$ cat src/rtl/tmc_defines.svh
/*
 * Constants of the TAP master configuration block: register addresses,
 * field positions, reset values and the layout of the synchronised pin word.
 * Assumes it is included by bare name wherever a constant is needed.
 */
`ifndef TMC_DEFINES_SVH
`define TMC_DEFINES_SVH

// Register addresses on the 3-bit host address
`define TMC_ADDR_CFG_A 3'h0
`define TMC_ADDR_CFG_B 3'h1
`define TMC_ADDR_DISC 3'h7

// Reset values
`define TMC_CFG_A_RST 8'h00
`define TMC_CFG_B_RST 8'h80
`define TMC_DISC_RST 8'h00

// Writable bits; reserved bits are stored as zero
`define TMC_CFG_A_WMASK 8'h3f
`define TMC_CFG_B_WMASK 8'hef
`define TMC_DISC_WMASK 8'h0d

// Field positions in the first configuration register
`define TMC_A_DIS_BIT 5
`define TMC_A_LOOPBACK_SELECT_LO 3
`define TMC_A_MODE_LO 0

// Field positions in the second configuration register
`define TMC_B_DIV_LO 5
`define TMC_B_RETIME_DELAY_COUNT_LO 0

// Field positions in the discrete-control register
`define TMC_D_TRST_BIT 3
`define TMC_D_TMS_BIT 2
`define TMC_D_TDI_BIT 1
`define TMC_D_TDO_BIT 0

// Layout of the synchronised pin word
`define TMC_SYNC_W 15
`define TMC_SYNC_RST 15'h2001
`define TMC_SB_STRB 0
`define TMC_SB_RW 1
`define TMC_SB_ADDR 2
`define TMC_SB_DATA 5
`define TMC_SB_TOE 13
`define TMC_SB_TDI 14

`endif

$ cat src/rtl/tmc_pkg.sv
/*
 * Types and shared arithmetic of the TAP master configuration block.
 * Assumes the defines header is compiled alongside.
 */
package tmc_pkg;

	// Test modes
	typedef enum logic [2:0] {
		TMC_MODE_FREE = 3'b000,
		TMC_MODE_GATED = 3'b001,
		TMC_MODE_DISC = 3'b010
	} tmc_mode_e;

	// Loopback sources of the TDI buffer
	typedef enum logic [1:0] {
		TMC_LB_PIN = 2'b00,
		TMC_LB_TMS = 2'b01,
		TMC_LB_TDO = 2'b10
	} tmc_loop_e;

	// Host access states
	typedef enum logic [1:0] {
		TMC_BUS_IDLE = 2'b00,
		TMC_BUS_READ = 2'b01,
		TMC_BUS_WRITE = 2'b10,
		TMC_BUS_HOLD = 2'b11
	} tmc_bus_e;

	typedef logic [7:0] tmc_byte_t;

	// Half period of TCK minus one, in reference clocks, for exponent e
	function automatic logic [6:0] tmc_half_period(input logic [2:0] e);
		logic [7:0] one_hot;
		one_hot = 8'h01 << (e - 3'h1);
		tmc_half_period = (e == 3'h0) ? 7'h00 : 7'(one_hot - 8'h01);
	endfunction: tmc_half_period

endpackage: tmc_pkg

$ cat src/rtl/tmc_core_if.sv
/*
 * Carrier between the configuration core, its pin synchroniser and its
 * TCK generator. Assumes all three run on the same reference clock.
 */
`timescale 1ns/1ps
`include "tmc_defines.svh"

interface tmc_core_if;
	// Pin word before and after synchronisation
	logic [`TMC_SYNC_W-1:0] raw;
	logic [`TMC_SYNC_W-1:0] stable;
	// TCK generator control and result
	logic [2:0] div_exp;
	logic run;
	logic tck;
	logic rise;
	logic fall;

	modport sync (input raw, output stable);
	modport gen (input div_exp, run, output tck, rise, fall);
	modport core (output raw, div_exp, run, input stable, tck, rise, fall);
endinterface: tmc_core_if

$ cat src/rtl/tmc_top.sv
/*
 * Configuration logic of a JTAG TAP master: mode and loopback register,
 * divider and retiming register, discrete-control register, the asynchronous
 * 8-bit host port that reaches them, TCK generation and the TAP pin mux.
 * Assumes a command engine on the same clock supplies busy, scan and buffer
 * state and its own TAP levels; other host addresses are served elsewhere.
 */
//
// Contract
// - Output-disable bit 1 floats TCK, TDO, TMS, TRST; 0 drives them while the hardware enable pin is low.
// - Loopback 00 feeds the TDI buffer from the TDI pin.
// - Loopback 01 feeds the TMS generator to TDI buffer; TMS, TDO high.
// - Loopback 10 feeds TDO buffer to TDI buffer; TMS, TDO high; 11 reserved.
// - Mode 000 runs TAP outputs from the command, TCK toggling always.
// - Free-running scan stall sends the target to Pause until serviced.
// - Mode 001 pulses TCK only when the engine needs it, else low.
// - Gated scan stall keeps Shift state with TCK stopped until serviced.
// - Mode 010 drives TAP outputs from the discrete register; 011-111 reserved.
// - TCK equals the input clock divided by two to the divisor field; field 0 divides by two, as field 1 does.
// - Every reset sets the divisor field to 4.
// - TDI sampling waits retiming-count TCK cycles after Shift entry.
// - Configuration writes stall while a command runs; reads always allowed.
`timescale 1ns/1ps
`include "tmc_defines.svh"

module tmc_top
	import tmc_pkg::*;
(
	// Clock and reset
	input wire logic I_REF_CLK,
	input wire logic I_SRST,
	// Host bus pins
	input wire logic I_STRB_N,
	input wire logic I_RD_WR_N,
	input wire logic [2:0] I_ADDR,
	input wire logic [7:0] I_DATA,
	output logic [7:0] O_DATA,
	output logic O_DATA_OE_N,
	output logic O_RDY,
	// TAP pins
	input wire logic I_TDI,
	input wire logic I_HW_OUTPUT_ENABLE_PIN_N,
	output logic O_TCK,
	output logic O_TMS,
	output logic O_TDO,
	output logic O_TRST_N,
	output logic O_TAP_OE_N,
	// Command engine status
	input wire logic I_SW_RESET,
	input wire logic I_CMD_BUSY,
	input wire logic I_SCAN_ACTIVE,
	input wire logic I_SHIFT_ENTRY,
	input wire logic I_BUF_STALL,
	input wire logic I_ENG_TCK_REQ,
	// Command engine TAP levels
	input wire logic I_ENG_TMS,
	input wire logic I_ENG_TDO,
	input wire logic I_ENG_TRST_N,
	input wire logic I_TDO_BUF_BIT,
	// Configuration and timing toward the engine
	output logic [2:0] O_MODE,
	output logic O_PAUSE_REQ,
	output logic O_TCK_RISE,
	output logic O_TCK_FALL,
	output logic O_TDI_BIT,
	output logic O_TDI_SAMPLE
);

	tmc_core_if cif();

	tmc_byte_t cfg_a;
	tmc_byte_t cfg_b;
	tmc_byte_t disc;
	logic disc_tdi;
	logic disc_pulse;
	tmc_bus_e bus_state;
	tmc_bus_e next_bus_state;
	logic strb_q;
	logic [3:0] delay_cnt;

	logic strb_n;
	logic rd_wr_n;
	logic [2:0] addr;
	tmc_byte_t wdata;
	logic toe_n;
	logic tdi_pin;
	logic strb_fall;
	logic strb_rise;
	logic guarded_addr;
	logic commit;
	logic any_reset;
	logic [2:0] mode;
	logic [1:0] loopback_select;
	logic next_run;
	logic next_tms;
	logic next_tdo;
	logic next_trst_n;
	logic next_tdi_bit;
	tmc_byte_t next_rdata;

	// Pin synchroniser and TCK generator
	tmc_pin_sync u_sync (
		.i_clk(I_REF_CLK),
		.i_srst(I_SRST),
		.bus(cif.sync)
	);

	tmc_tck_gen u_tck (
		.i_clk(I_REF_CLK),
		.i_srst(I_SRST),
		.gen(cif.gen)
	);

	// Pin word into the synchroniser
	assign cif.raw = {I_TDI, I_HW_OUTPUT_ENABLE_PIN_N, I_DATA, I_ADDR, I_RD_WR_N, I_STRB_N};

	// Synchronised pin fields
	assign strb_n = cif.stable[`TMC_SB_STRB];
	assign rd_wr_n = cif.stable[`TMC_SB_RW];
	assign addr = cif.stable[`TMC_SB_ADDR +: 3];
	assign wdata = cif.stable[`TMC_SB_DATA +: 8];
	assign toe_n = cif.stable[`TMC_SB_TOE];
	assign tdi_pin = cif.stable[`TMC_SB_TDI];

	// Configuration fields
	assign mode = cfg_a[`TMC_A_MODE_LO +: 3];
	assign loopback_select = cfg_a[`TMC_A_LOOPBACK_SELECT_LO +: 2];
	assign any_reset = I_SRST | I_SW_RESET;
	assign cif.div_exp = cfg_b[`TMC_B_DIV_LO +: 3];

	// Strobe edges
	always_ff @(posedge I_REF_CLK) begin
		if (I_SRST) begin
			strb_q <= 1'b1;
		end else begin
			strb_q <= strb_n;
		end
	end

	assign strb_fall = strb_q & ~strb_n;
	assign strb_rise = ~strb_q & strb_n;

	// Registers whose writes wait for the running command
	assign guarded_addr = (addr == `TMC_ADDR_CFG_A) || (addr == `TMC_ADDR_CFG_B)
		|| (addr == `TMC_ADDR_DISC);

	// Host access sequencing
	always_comb begin
		next_bus_state = bus_state;
		case (bus_state)
			TMC_BUS_IDLE: begin
				if (strb_fall && rd_wr_n) begin
					next_bus_state = TMC_BUS_READ;
				end else if (strb_fall && guarded_addr && I_CMD_BUSY) begin
					next_bus_state = TMC_BUS_HOLD;
				end else if (strb_fall) begin
					next_bus_state = TMC_BUS_WRITE;
				end
			end
			TMC_BUS_READ: begin
				if (strb_rise) begin
					next_bus_state = TMC_BUS_IDLE;
				end
			end
			TMC_BUS_WRITE: begin
				if (strb_rise) begin
					next_bus_state = TMC_BUS_IDLE;
				end
			end
			TMC_BUS_HOLD: begin
				if (strb_rise) begin
					next_bus_state = TMC_BUS_IDLE;
				end else if (!I_CMD_BUSY) begin
					next_bus_state = TMC_BUS_WRITE;
				end
			end
			default: begin
				next_bus_state = TMC_BUS_IDLE;
			end
		endcase
	end

	always_ff @(posedge I_REF_CLK) begin
		if (I_SRST) begin
			bus_state <= TMC_BUS_IDLE;
		end else begin
			bus_state <= next_bus_state;
		end
	end

	// Write commits on the closing strobe edge only
	assign commit = (bus_state == TMC_BUS_WRITE) && strb_rise && !I_CMD_BUSY;

	// Configuration registers; reserved bits stay zero
	always_ff @(posedge I_REF_CLK) begin
		if (any_reset) begin
			cfg_a <= `TMC_CFG_A_RST;
			cfg_b <= `TMC_CFG_B_RST;
		end else if (commit && addr == `TMC_ADDR_CFG_A) begin
			cfg_a <= wdata & `TMC_CFG_A_WMASK;
		end else if (commit && addr == `TMC_ADDR_CFG_B) begin
			cfg_b <= wdata & `TMC_CFG_B_WMASK;
		end
	end

	// Discrete-control register
	always_ff @(posedge I_REF_CLK) begin
		if (any_reset) begin
			disc <= `TMC_DISC_RST;
		end else if (commit && addr == `TMC_ADDR_DISC) begin
			disc <= wdata & `TMC_DISC_WMASK;
		end
	end

	// One TCK pulse per discrete write in mode 010; a new write wins over the clear
	always_ff @(posedge I_REF_CLK) begin
		if (any_reset) begin
			disc_pulse <= 1'b0;
		end else if (commit && addr == `TMC_ADDR_DISC && mode == TMC_MODE_DISC) begin
			disc_pulse <= 1'b1;
		end else if (cif.fall) begin
			disc_pulse <= 1'b0;
		end
	end

	// TDI captured on each rising TCK for discrete readback
	always_ff @(posedge I_REF_CLK) begin
		if (any_reset) begin
			disc_tdi <= 1'b0;
		end else if (cif.rise) begin
			disc_tdi <= tdi_pin;
		end
	end

	// TCK run request by mode; discrete run stops on its own fall, one pulse only
	always_comb begin
		next_run = 1'b0;
		case (mode)
			TMC_MODE_FREE: next_run = 1'b1;
			TMC_MODE_GATED: next_run = I_ENG_TCK_REQ & ~I_BUF_STALL;
			TMC_MODE_DISC: next_run = disc_pulse & ~cif.fall;
			default: next_run = 1'b0;
		endcase
	end

	assign cif.run = next_run;

	// TAP output levels by mode and loopback
	always_comb begin
		next_tms = I_ENG_TMS;
		next_tdo = I_ENG_TDO;
		next_trst_n = I_ENG_TRST_N;
		if (mode == TMC_MODE_DISC) begin
			next_tms = disc[`TMC_D_TMS_BIT];
			next_tdo = disc[`TMC_D_TDO_BIT];
			next_trst_n = disc[`TMC_D_TRST_BIT];
		end
		if (loopback_select == TMC_LB_TMS || loopback_select == TMC_LB_TDO) begin
			next_tms = 1'b1;
			next_tdo = 1'b1;
		end
	end

	// TDI buffer source
	always_comb begin
		case (loopback_select)
			TMC_LB_PIN: next_tdi_bit = tdi_pin;
			TMC_LB_TMS: next_tdi_bit = I_ENG_TMS;
			TMC_LB_TDO: next_tdi_bit = I_TDO_BUF_BIT;
			default: next_tdi_bit = tdi_pin;
		endcase
	end

	// TAP pins and enable
	always_ff @(posedge I_REF_CLK) begin
		if (I_SRST) begin
			O_TMS <= 1'b1;
			O_TDO <= 1'b1;
			O_TRST_N <= 1'b1;
			O_TAP_OE_N <= 1'b1;
		end else begin
			O_TMS <= next_tms;
			O_TDO <= next_tdo;
			O_TRST_N <= next_trst_n;
			O_TAP_OE_N <= cfg_a[`TMC_A_DIS_BIT] | toe_n;
		end
	end

	assign O_TCK = cif.tck;
	assign O_TCK_RISE = cif.rise;
	assign O_TCK_FALL = cif.fall;
	assign O_MODE = mode;

	// Retiming delay counted in TCK rises from Shift entry
	always_ff @(posedge I_REF_CLK) begin
		if (any_reset) begin
			delay_cnt <= 4'h0;
		end else if (I_SHIFT_ENTRY) begin
			delay_cnt <= cfg_b[`TMC_B_RETIME_DELAY_COUNT_LO +: 4];
		end else if (cif.rise && delay_cnt != 4'h0) begin
			delay_cnt <= delay_cnt - 4'h1;
		end
	end

	// TDI bit, sample strobe and pause request toward the engine
	always_ff @(posedge I_REF_CLK) begin
		if (I_SRST) begin
			O_TDI_BIT <= 1'b0;
			O_TDI_SAMPLE <= 1'b0;
			O_PAUSE_REQ <= 1'b0;
		end else begin
			O_TDI_BIT <= next_tdi_bit;
			O_TDI_SAMPLE <= cif.rise & I_SCAN_ACTIVE & ~I_SHIFT_ENTRY
				& (delay_cnt == 4'h0);
			O_PAUSE_REQ <= (mode == TMC_MODE_FREE) & I_SCAN_ACTIVE & I_BUF_STALL;
		end
	end

	// Read data by address; unserved addresses read zero
	always_comb begin
		case (addr)
			`TMC_ADDR_CFG_A: next_rdata = cfg_a;
			`TMC_ADDR_CFG_B: next_rdata = cfg_b;
			`TMC_ADDR_DISC: next_rdata = {disc[7:2], disc_tdi, disc[0]};
			default: next_rdata = 8'h00;
		endcase
	end

	// Host data bus and ready; reads are never held off
	always_ff @(posedge I_REF_CLK) begin
		if (I_SRST) begin
			O_DATA <= 8'h00;
			O_DATA_OE_N <= 1'b1;
			O_RDY <= 1'b1;
		end else begin
			O_DATA <= next_rdata;
			O_DATA_OE_N <= ~(next_bus_state == TMC_BUS_READ);
			O_RDY <= ~(next_bus_state == TMC_BUS_HOLD);
		end
	end

endmodule: tmc_top

$ cat src/rtl/tmc_pin_sync.sv
/*
 * Three-stage synchroniser for the asynchronous host and TAP input pins.
 * A bit changes once the second and third stages agree.
 * Assumes the pins are quasi-static relative to the reference clock.
 */
`timescale 1ns/1ps
`include "tmc_defines.svh"

module tmc_pin_sync
	import tmc_pkg::*;
(
	// Clock and reset
	input wire logic i_clk,
	input wire logic i_srst,
	// Pin word
	tmc_core_if.sync bus
);

	logic [`TMC_SYNC_W-1:0] stage1;
	logic [`TMC_SYNC_W-1:0] stage2;
	logic [`TMC_SYNC_W-1:0] stage3;
	logic [`TMC_SYNC_W-1:0] stable;
	logic [`TMC_SYNC_W-1:0] agree;

	// Synchroniser chain
	always_ff @(posedge i_clk) begin
		if (i_srst) begin
			stage1 <= `TMC_SYNC_RST;
			stage2 <= `TMC_SYNC_RST;
			stage3 <= `TMC_SYNC_RST;
		end else begin
			stage1 <= bus.raw;
			stage2 <= stage1;
			stage3 <= stage2;
		end
	end

	// Accept a bit only where stages two and three agree
	assign agree = ~(stage2 ^ stage3);

	always_ff @(posedge i_clk) begin
		if (i_srst) begin
			stable <= `TMC_SYNC_RST;
		end else begin
			stable <= (stage3 & agree) | (stable & ~agree);
		end
	end

	assign bus.stable = stable;

endmodule: tmc_pin_sync

$ cat src/rtl/tmc_tck_gen.sv
/*
 * TCK generator: divides the reference clock by a power of two and parks
 * TCK low once it is low while run is low. Assumes run is driven on the same clock.
 */
`timescale 1ns/1ps

module tmc_tck_gen
	import tmc_pkg::*;
(
	// Clock and reset
	input wire logic i_clk,
	input wire logic i_srst,
	// Generator control and result
	tmc_core_if.gen gen
);

	logic [6:0] cnt;
	logic tck;
	logic rise;
	logic fall;

	// Divider and TCK level; gating only takes effect in the low phase
	always_ff @(posedge i_clk) begin
		if (i_srst) begin
			cnt <= 7'h00;
			tck <= 1'b0;
			rise <= 1'b0;
			fall <= 1'b0;
		end else begin
			rise <= 1'b0;
			fall <= 1'b0;
			if (!tck && !gen.run) begin
				cnt <= 7'h00; // Parked low
			end else if (cnt >= tmc_half_period(gen.div_exp)) begin
				cnt <= 7'h00;
				tck <= ~tck;
				rise <= ~tck;
				fall <= tck;
			end else begin
				cnt <= cnt + 7'h01;
			end
		end
	end

	assign gen.tck = tck;
	assign gen.rise = rise;
	assign gen.fall = fall;

endmodule: tmc_tck_gen

$ cat config.mk
export PLATFORM = sky130hd
export DESIGN_NAME = tmc_top
export DESIGN_NICKNAME = d
export VERILOG_FILES = /design/src/rtl/tmc_pkg.sv /design/src/rtl/tmc_core_if.sv /design/src/rtl/tmc_top.sv /design/src/rtl/tmc_pin_sync.sv /design/src/rtl/tmc_tck_gen.sv
export VERILOG_INCLUDE_DIRS = /design/src /design/src/rtl
export SDC_FILE = /design/constraint.sdc
export NUM_CORES = 1
export LEC_CHECK = 0
export BUFFER_PORTS_ARGS = -buffer_cell sky130_fd_sc_hd__buf_2
export CORE_MARGIN = 10
export CORE_UTILIZATION = 40
export CTS_CLUSTER_DIAMETER = 200
export CTS_CLUSTER_SIZE = 20
export DETAILED_ROUTE_END_ITERATION = 8
export PLACE_DENSITY_LB_ADDON = 0.1
export SYNTH_ARGS = -nofsm -noshare
export SYNTH_HDL_FRONTEND = slang
export SYNTH_HIERARCHICAL = 1
export SYNTH_SLANG_ARGS = --single-unit
$ cat constraint.sdc
create_clock -name I_REF_CLK -period 2.65 [get_ports I_REF_CLK]
set_input_delay 0.1325 -clock I_REF_CLK [delete_from_list [all_inputs] [get_ports I_REF_CLK]]
set_output_delay 0.1325 -clock I_REF_CLK [all_outputs]
set_load 0.005 [all_outputs]
==> results of run 1 <==
[path summary, 6_finish.rpt]
| path | from | endpoint | slack, ns | cells past startpoint |
|---|---|---|---|---|
| setup / recovery | cfg_b[6]$_SDFFE_PP0P_ | u_tck/cnt[5]$_SDFF_PP0_ | 0.1 | 12 |
| hold / removal | I_ENG_TMS | O_TMS$_SDFF_PP1_ | 0.03 | 3 |
| setup reg to reg | cfg_b[6]$_SDFFE_PP0P_ | u_tck/cnt[5]$_SDFF_PP0_ | 0.1 | 12 |
| hold reg to reg | u_sync/stage1[0]$_SDFF_PP1_ | u_sync/stage2[0]$_SDFF_PP1_ | 0.42 | 1 |
[worst reg2reg max path: stages, from the launching register on]
cell	delay [ns]
dfxtp_4	0.40
inv_6	0.04
nor2_4	0.11
nand2b_4	0.07
ha_4	0.19
xnor2_2	0.14
o31a_1	0.24
ha_1	0.27
and3_4	0.16
o211ai_1	0.10
o2bb2ai_2	0.09
or4b_4	0.57
nor2_2	0.12
[stage by stage]
stage	worst slack (ns)	cells
finish	0.09896	639
global route	-0.02219	639
CTS	0.01389	636
detailed placement	-0.08106	601
global placement	0.01318	601
floorplan	-0.03510	429
[cell families (layout without fill, tap and decap cells)]
logic type | after synthesis | count (layout) | share of synthesized area
buf+inv | 37 | 111 | 0.04211
compound gates | 72 | 72 | 0.1060
xor+xnor | 8 | 8 | 0.01649
flops | 112 | 112 | 0.5277
fa+ha+maj | 15 | 15 | 0.04417
mux | 21 | 21 | 0.05035
simple gates | 164 | 164 | 0.2132
[routing by layer]
layer  share of wire  global-route usage  vias up  wire [µm]
met5               0                   0        -          0
met4          0.0044             0.03712        0         36
met3           0.045             0.03282        2        368
met2            0.45              0.1724       42       3688
met1            0.50              0.1434     1370       4023
li1                -                   -     1573          -
[cell usage in the layout, fill, tap and decap left out, types with 14 or more instances in the layout]
cell,netlist,final
nor2b_1,44,44
buf_2,8,49
mux2i_1,18,18
dfxtp_1,112,109
dlygate4sd3_1,0,18
nand2_1,25,24
a21oi_1,25,24
inv_1,17,16
ha_1,15,14
o21ai_0,15,15
nor2_1,40,38
[layout make-up]
cell class	count	area, µm²
Fill cell	968	5225
Clock buffer	10	137.6
Multi-Input combinational cell	280	1908
Timing Repair Buffer	78	508.0
Tap cell	136	170.2
Sequential cell	112	2248
Inverter	17	68.82
Clock inverter	6	57.56
[timing repair]
| action | 4_1_cts | 5_1_grt |
|---|---|---|
| buffers inserted | 1 | 4 |
| gates resized for setup | 3 | 14 |
| setup endpoints to repair | 7 | 10 |
| cloned | 0 | 0 |
| hold endpoints to repair | 18 | 0 |
| hold buffers | 18 | 0 |
| pin swaps | 1 | 5 |
[power by group]
part           switching (µW)  total [µW]  internal, µW
clock network             587         979           392
registers                19.0        1740          1720
logic                    63.3         138          75.2
==> reports/results.txt, run 1 <==
Avg WL per Cell - 12.70 µm
Mapped Nets - 471
Clock skew - 0.01275 ns
Initial antenna violation count - 0
First-pass DRT Iterations - 4
Yosys top cell by area - dfxtp_1
Crit path launch type - register
Post-Syn Instances - 429
Via count - 2987
Top post-synthesis cells by area - dfxtp_1, nor2b_1, ha_1, mux2i_1, nor2_1
Post-synthesis sequential area ratio - 0.5277
Layout cell share with drive strength beyond 1 - 0.2167
Leakage - 0.002136 µW
Area after detailed placement - 4618 µm²
Status - completed
CP max-delay cell - or4b_4
Port-buffer cells - 49
Clk slew on worst S/H paths - 0.11 ns
First-pass GRT wire length - 13730 µm
Die Wd - 123.1 µm
Worst vdd ir - 0.2805 mV
Flop and latch count out of synthesis - 112
Layout area overhead - 19.99%
Total of warnings raised by yosys - 6
Drt drc - 0
CTS Root Buffer Type - clkbuf_8
Clk_lat worst skew - 0.36 ns
DP Wirelength - 5816 µm
Ys async rst share - 0
Synth cell count leaders - dfxtp_1, nor2b_1, nor2_1, a21oi_1, nand2_1
WP buf/inv - 1
GP Congestion - 0.7575
RSZ-0062 raised after global routing - yes
Worst Setup End Kind - register
Synthesized area per cell - 9.905 µm²
Die area - 15150 µm²
DIE HEIGHT - 123.1 µm
Number of nets in the layout - 540
H-Tree Depth - 3
Post-Route Setup TNS - 0 ns
Core Region - 10320 µm²
Critical path's top delay family - simple AND/OR/NAND/NOR gates
Max_cap viols - 0
Setup violators final - 0
Fin. Hold Viols - 0
Post-synth EDFFs - 0
TritonCTS buffer count - 9
Count of cell types in the netlist - 52
Required @ worst endpoint - 2.96 ns
Wirelength, routed - 8116 µm
PwrDens - 560.0 nW/µm²
Gr ovfl total - 0
IO Pins - 50
Worst path max stage delay - 0.57 ns
CTS Sinks - 112
Gr usage total - 0.1105
Min-Delay Path Class - in2reg
# diodes - 0
Starting DRT DRC Count - 138
Rows - 37
Fin Hold WS - 0.02783 ns
CTS tree - done
Fin crit share - 0.9627
Final core occ - 0.4939
CP max FO - 7
Crit path time final - 2.551 ns
Via density - 4.674
Slew Limit Headroom - 0.6698
Antenna-violating nets left - 0
Clock buffer depth - 2
Power, Total - 2855 µW
Starting Density - 0.4116
Worst EP arrival - 2.86 ns
Crit path cell chain - inv_6, nor2_4, nand2b_4, ha_4, xnor2_2, o31a_1, ha_1, and3_4, o211ai_1, o2bb2ai_2, or4b_4, nor2_2
Post-Syn Area - 4249 µm²
Most common cell in the synthesized netlist - dfxtp_1
Area share of the largest cell type after synthesis - 0.5277
Main synth FF type - dfxtp_1
Pin count of the biggest net entering global routing - 29
Setup CP Type - reg2reg
Slew @ Worst Pin - 0.4953 ns
Vias in the first global route - 2903
F_max - 392.0 MHz
Finished Cell Area - 5099 µm²
Fin. max-slew vios - 0
(Power assumes the default switching activity.)
==> run 2, diff against run 1 <==
CTS_BUF_LIST = sky130_fd_sc_hd__clkbuf_16   (was default)
==> run 2 against run 1 <==
  * Combinational power is essentially flat
  * Count of clock-buffer cells in the layout fell by 1
  * Clock power increased by 32%
  * Highest routed layer unchanged
  * Critical endpoint unchanged
  * Final cell count is 0.47% lower
  * First-iteration DRC count is 17% higher
==> reports/results.txt, run 2 (synthesis results as in run 1) <==
Initial antenna violation count - 0
Min-Delay Path Class - in2reg
CTS Root Buffer Type - clkbuf_16
Status - completed
HP Start - I_DATA[3]
Fin. Hold Viols - 0
Pre-CTS setup slack - -0.08106 ns
Via count - 2987
Finished Cell Area - 5160 µm²
# diodes - 0
Reg2reg start - cfg_b[6]$_SDFFE_PP0P_
Die area - 15150 µm²
Wirelength, routed - 8198 µm
GP Congestion - 0.7575
Worst R2R Setup Slack - 0.09 ns
Finished Layout Cells - 636
DP Wirelength - 5816 µm
Port-buffer cells - 49
Core Region - 10320 µm²
Layout area overhead - 21.44%
Antenna-violating nets left - 0
First-pass GRT wire length - 13790 µm
CTS tree - done
Leakage - 0.002164 µW
Worst R2R Path Depth - 12
Sw power - 716.8 µW
Die Wd - 123.1 µm
Power, Total - 3166 µW
H-Tree Depth - 3
Sequential fraction of design power - 0.549
Fin. max-slew vios - 0
Number of nets in the layout - 537
First-pass DRT Iterations - 4
Clk_lat worst skew - 0.34 ns
Most common cell after layout, fill and taps aside - dfxtp_1
Worst vdd ir - 0.2889 mV
Pin count of the biggest net entering global routing - 29
Final core occ - 0.4998
Clock skew - 0.008194 ns
Slew @ Worst Pin - 0.4907 ns
Worst EP arrival - 2.84 ns
Final Worst Setup Slack - 0.09382 ns
Setup CP Type - reg2reg
Most frequent cells in the layout - dfxtp_1, buf_2, nor2b_1
Clk slew on worst S/H paths - 0.08 ns
Slew Limit Headroom - 0.6729
RSZ-0062 raised after global routing - yes
Switching share of total power - 0.2264
Starting DRT DRC Count - 161
Starting Density - 0.4116
Int Pwr - 2449 µW
Placed cells - 601
Worst Setup End Kind - register
Clock buffer depth - 2
Drt drc - 0
F_max - 391.2 MHz
Gr usage total - 0.1114
Logic gate share of total power - 0.043
TritonCTS buffer count - 9
Max_cap viols - 0
Clock power frac - 0.409
Setup violators final - 0
Area after detailed placement - 4618 µm²
Gr ovfl total - 0
RR Endpoint - u_tck/cnt[5]$_SDFF_PP0_
Avg WL per Cell - 12.89 µm
Crit path from - cfg_b[6]$_SDFFE_PP0P_
Layout cell share with drive strength beyond 1 - 0.2160
Required @ worst endpoint - 2.93 ns
Critical Path End - u_tck/cnt[5]$_SDFF_PP0_
Fin crit share - 0.9646
IO Pins - 50
CP max FO - 7
Crit path launch type - register
Crit path time final - 2.556 ns
PwrDens - 613.6 nW/µm²
Via density - 4.697
DIE HEIGHT - 123.1 µm
Vias in the first global route - 2884
CTS Sinks - 112
Rows - 37
## run 2: cell count changes in the layout (fill, tap and decap cells not counted), sizes merged
cell and change:
clkinv +1, clkbuf -1, dlygate4sd3 -3
## run 2: worst min-delay path by stage
| stage | to | slack (ns) | cells after the start |
|---|---|---|---|
| floorplan | u_sync/stage1[0]$_SDFF_PP1_ | 0.23 | 1 |
| global placement | u_sync/stage1[0]$_SDFF_PP1_ | 0.31 | 2 |
| detailed placement | u_sync/stage1[0]$_SDFF_PP1_ | 0.31 | 2 |
| CTS | u_sync/stage1[8]$_SDFF_PP0_ | 0.005 | 2 |
| global route | u_sync/stage1[8]$_SDFF_PP0_ | 0.02 | 2 |
| finish | u_sync/stage1[8]$_SDFF_PP0_ | 0.01 | 2 |
## run 2: power by group through the flow
stage | logic, µW | clock network, µW | registers, µW
global route | 154 | 1390 | 1740
detailed placement | 120 | 0 | 1780
global placement | 118 | 0 | 1780
floorplan | 82.7 | 0 | 1770
CTS | 137 | 1330 | 1740
finish | 135 | 1290 | 1740
## run 2: worst max-delay path: stages (launching register included)
cell and delay (ns):
dfxtp_4 0.39, inv_6 0.04, nor2_4 0.11, nand2b_4 0.07, ha_4 0.19, xnor2_2 0.14, o31a_1 0.25, ha_1 0.27
and3_4 0.16, o211ai_1 0.10, o2bb2ai_2 0.09, or4b_4 0.57, nor2_2 0.12
## run 2: through the flow
step / TNS (ns) / hold slack (ns)
CTS: 0 / 0.005151
detailed placement: -0.4993 / 0.3113
finish: 0 / 0.01313
global route: -0.03136 / 0.02081
floorplan: -0.2081 / 0.2296
global placement: 0 / 0.3105
## run 2: per-layer routing
metal / wire length [µm] / GRT usage
met1: 3976 / 0.1442
met2: 3676 / 0.1727
met3: 433 / 0.02826
met4: 111 / 0.04803
met5: 0 / 0
## run 2: layout make-up
class | instances | area (µm²)
Fill cell | 962 | 5164
Sequential cell | 112 | 2248
Multi-Input combinational cell | 280 | 1908
Timing Repair Buffer | 75 | 478.0
Clock buffer | 9 | 225.2
Tap cell | 136 | 170.2
Inverter | 17 | 68.82
Clock inverter | 7 | 61.31
## run 2: what timing repair did
item,4_1_cts,5_1_grt
hold endpoints to repair,15,0
hold buffers,15,0
setup buffers,1,4
resized for setup,3,14
endpoints found under the setup margin,7,10
pin swaps,1,5
==> run 3, diff against run 2 <==
RECOVER_POWER = 25   (was default)
==> run 3 against run 2 <==
  * Non-clock buffer count did not move
  * First-iteration DRC count rose by 6.2%
  * Count of clock-buffer cells in the layout did not move
  * Die area did not move
  * Via count barely moved
==> reports/results.txt, run 3 (synthesis results as in run 1) <==
Status - completed
Drt drc - 0
IO Pins - 50
HP Start - I_DATA[3]
Gr ovfl total - 0
RR Endpoint - u_tck/cnt[5]$_SDFF_PP0_
Initial antenna violation count - 0
TritonCTS buffer count - 9
Avg WL per Cell - 12.89 µm
Die Wd - 123.1 µm
Worst R2R Setup Slack - 0.1 ns
Worst Hold End - u_sync/stage1[8]$_SDFF_PP0_
Clk slew on worst S/H paths - 0.08 ns
Fin. max-slew vios - 0
Hold Crit Depth - 2
Min-Delay Path Class - in2reg
Layout cell share with drive strength beyond 1 - 0.2100
Max_cap viols - 0
DP Wirelength - 5816 µm
Final core occ - 0.4990
DIE HEIGHT - 123.1 µm
Gr usage total - 0.1114
CTS tree - done
Most frequent cells in the layout - dfxtp_1, buf_2, nor2b_1
Placed cells - 601
Leakage - 0.002154 µW
Via count - 2988
PwrDens - 614.4 nW/µm²
Via density - 4.698
First-pass DRT Iterations - 4
Worst vdd ir - 0.2885 mV
RSZ-0062 raised after global routing - yes
CTS Sinks - 112
# diodes - 0
Starting Density - 0.4116
Crit path launch type - register
Filler Cells Inserted - 962
Setup CP Type - reg2reg
Port-buffer cells - 49
Reg2reg start - cfg_b[6]$_SDFFE_PP0P_
Pin count of the biggest net entering global routing - 29
Slew Limit Headroom - 0.2231
Layout area overhead - 21.23%
CTS Root Buffer Type - clkbuf_16
Crit path time final - 2.555 ns
First-pass GRT wire length - 13790 µm
Worst R2R Path Depth - 12
Clock buffer depth - 2
Clk_lat worst skew - 0.34 ns
Wirelength, routed - 8195 µm
Fin. Hold Viols - 0
Number of nets in the layout - 537
H-Tree Depth - 3
Core Region - 10320 µm²
Finished Layout Cells - 636
F_max - 391.4 MHz
Die area - 15150 µm²
Worst Setup End Kind - register
Clock skew - 0.006604 ns
Required @ worst endpoint - 2.93 ns
Setup violators final - 0
Most common cell after layout, fill and taps aside - dfxtp_1
Fin crit share - 0.9641
Worst EP arrival - 2.84 ns
CP max FO - 7
Slew @ Worst Pin - 1.165 ns
Antenna-violating nets left - 0
Vias in the first global route - 2884
GP Congestion - 0.7575
Crit path from - cfg_b[6]$_SDFFE_PP0P_
Rows - 37
Starting DRT DRC Count - 171
==> run 3: worst max-delay path, stage by stage, from the launching register on <==
cell       delay [ns]
dfxtp_4          0.39
inv_6            0.04
nor2_4           0.11
nand2b_4         0.07
ha_4             0.19
xnor2_2          0.13
o31a_1           0.24
ha_1             0.27
and3_4           0.16
o211ai_1         0.10
o2bb2ai_2        0.09
or4b_4           0.57
nor2_2           0.12
==> run 3: routing by layer <==
metal  vias to the layer above  part of all wire  track usage
met2                        47              0.46       0.1727
met4                         0             0.012      0.04803
li1                       1565                 -            -
met3                         8             0.048      0.02826
met5                         -                 0            0
met1                      1368              0.48       0.1442
==> run 3: timing repair <==
item,in CTS,in global routing
hold buffers,15,0
buffers inserted,1,4
gates resized for setup,3,14
endpoints found under the hold margin,15,0
setup endpoints to repair,7,10
pin swaps,1,5
==> run 3: layout make-up <==
cell class                 instances  area (µm²)  area share
clock buffer                       9       225.2     0.04372
multi-input combinational        280        1908      0.3704
inverter                          17       68.82     0.01336
timing repair buffer              75       469.2     0.09109
tap                              136       170.2     0.03303
sequential                       112        2248      0.4365
clock inverter                     7       61.31     0.01190
==> run 3: worst max-delay path by stage <==
stage / end / cells past startpoint
floorplan: u_tck/cnt[3]$_SDFF_PP0_ / 15
global placement: u_tck/cnt[6]$_SDFF_PP0_ / 13
detailed placement: u_tck/cnt[6]$_SDFF_PP0_ / 13
CTS: u_tck/cnt[4]$_SDFF_PP0_ / 13
global route: u_tck/cnt[6]$_SDFF_PP0_ / 12
finish: u_tck/cnt[5]$_SDFF_PP0_ / 12
==> run 3: stage by stage <==
stage	cell area, µm²	total power, µW	TNS, ns	setup WS (ns)	hold WS, ns
after floorplan	4287	1856	-0.2081	-0.03510	0.2296
after global placement	4618	1894	0	0.01318	0.3105
after detailed placement	4618	1897	-0.4993	-0.08106	0.3113
after CTS	5079	3207	0	0.02090	0.005151
after global routing	5151	3288	-0.03136	-0.01570	0.02081
final	5151	3165	0	0.09526	0.01146
==> run 3: report_power, final <==
part           leakage [µW]  internal [µW]  switching [µW]
Combinational       0.00110           71.2            62.6
Clock              0.000142            659             635
Sequential         0.000913           1720            19.0
Total               0.00215           2450             717
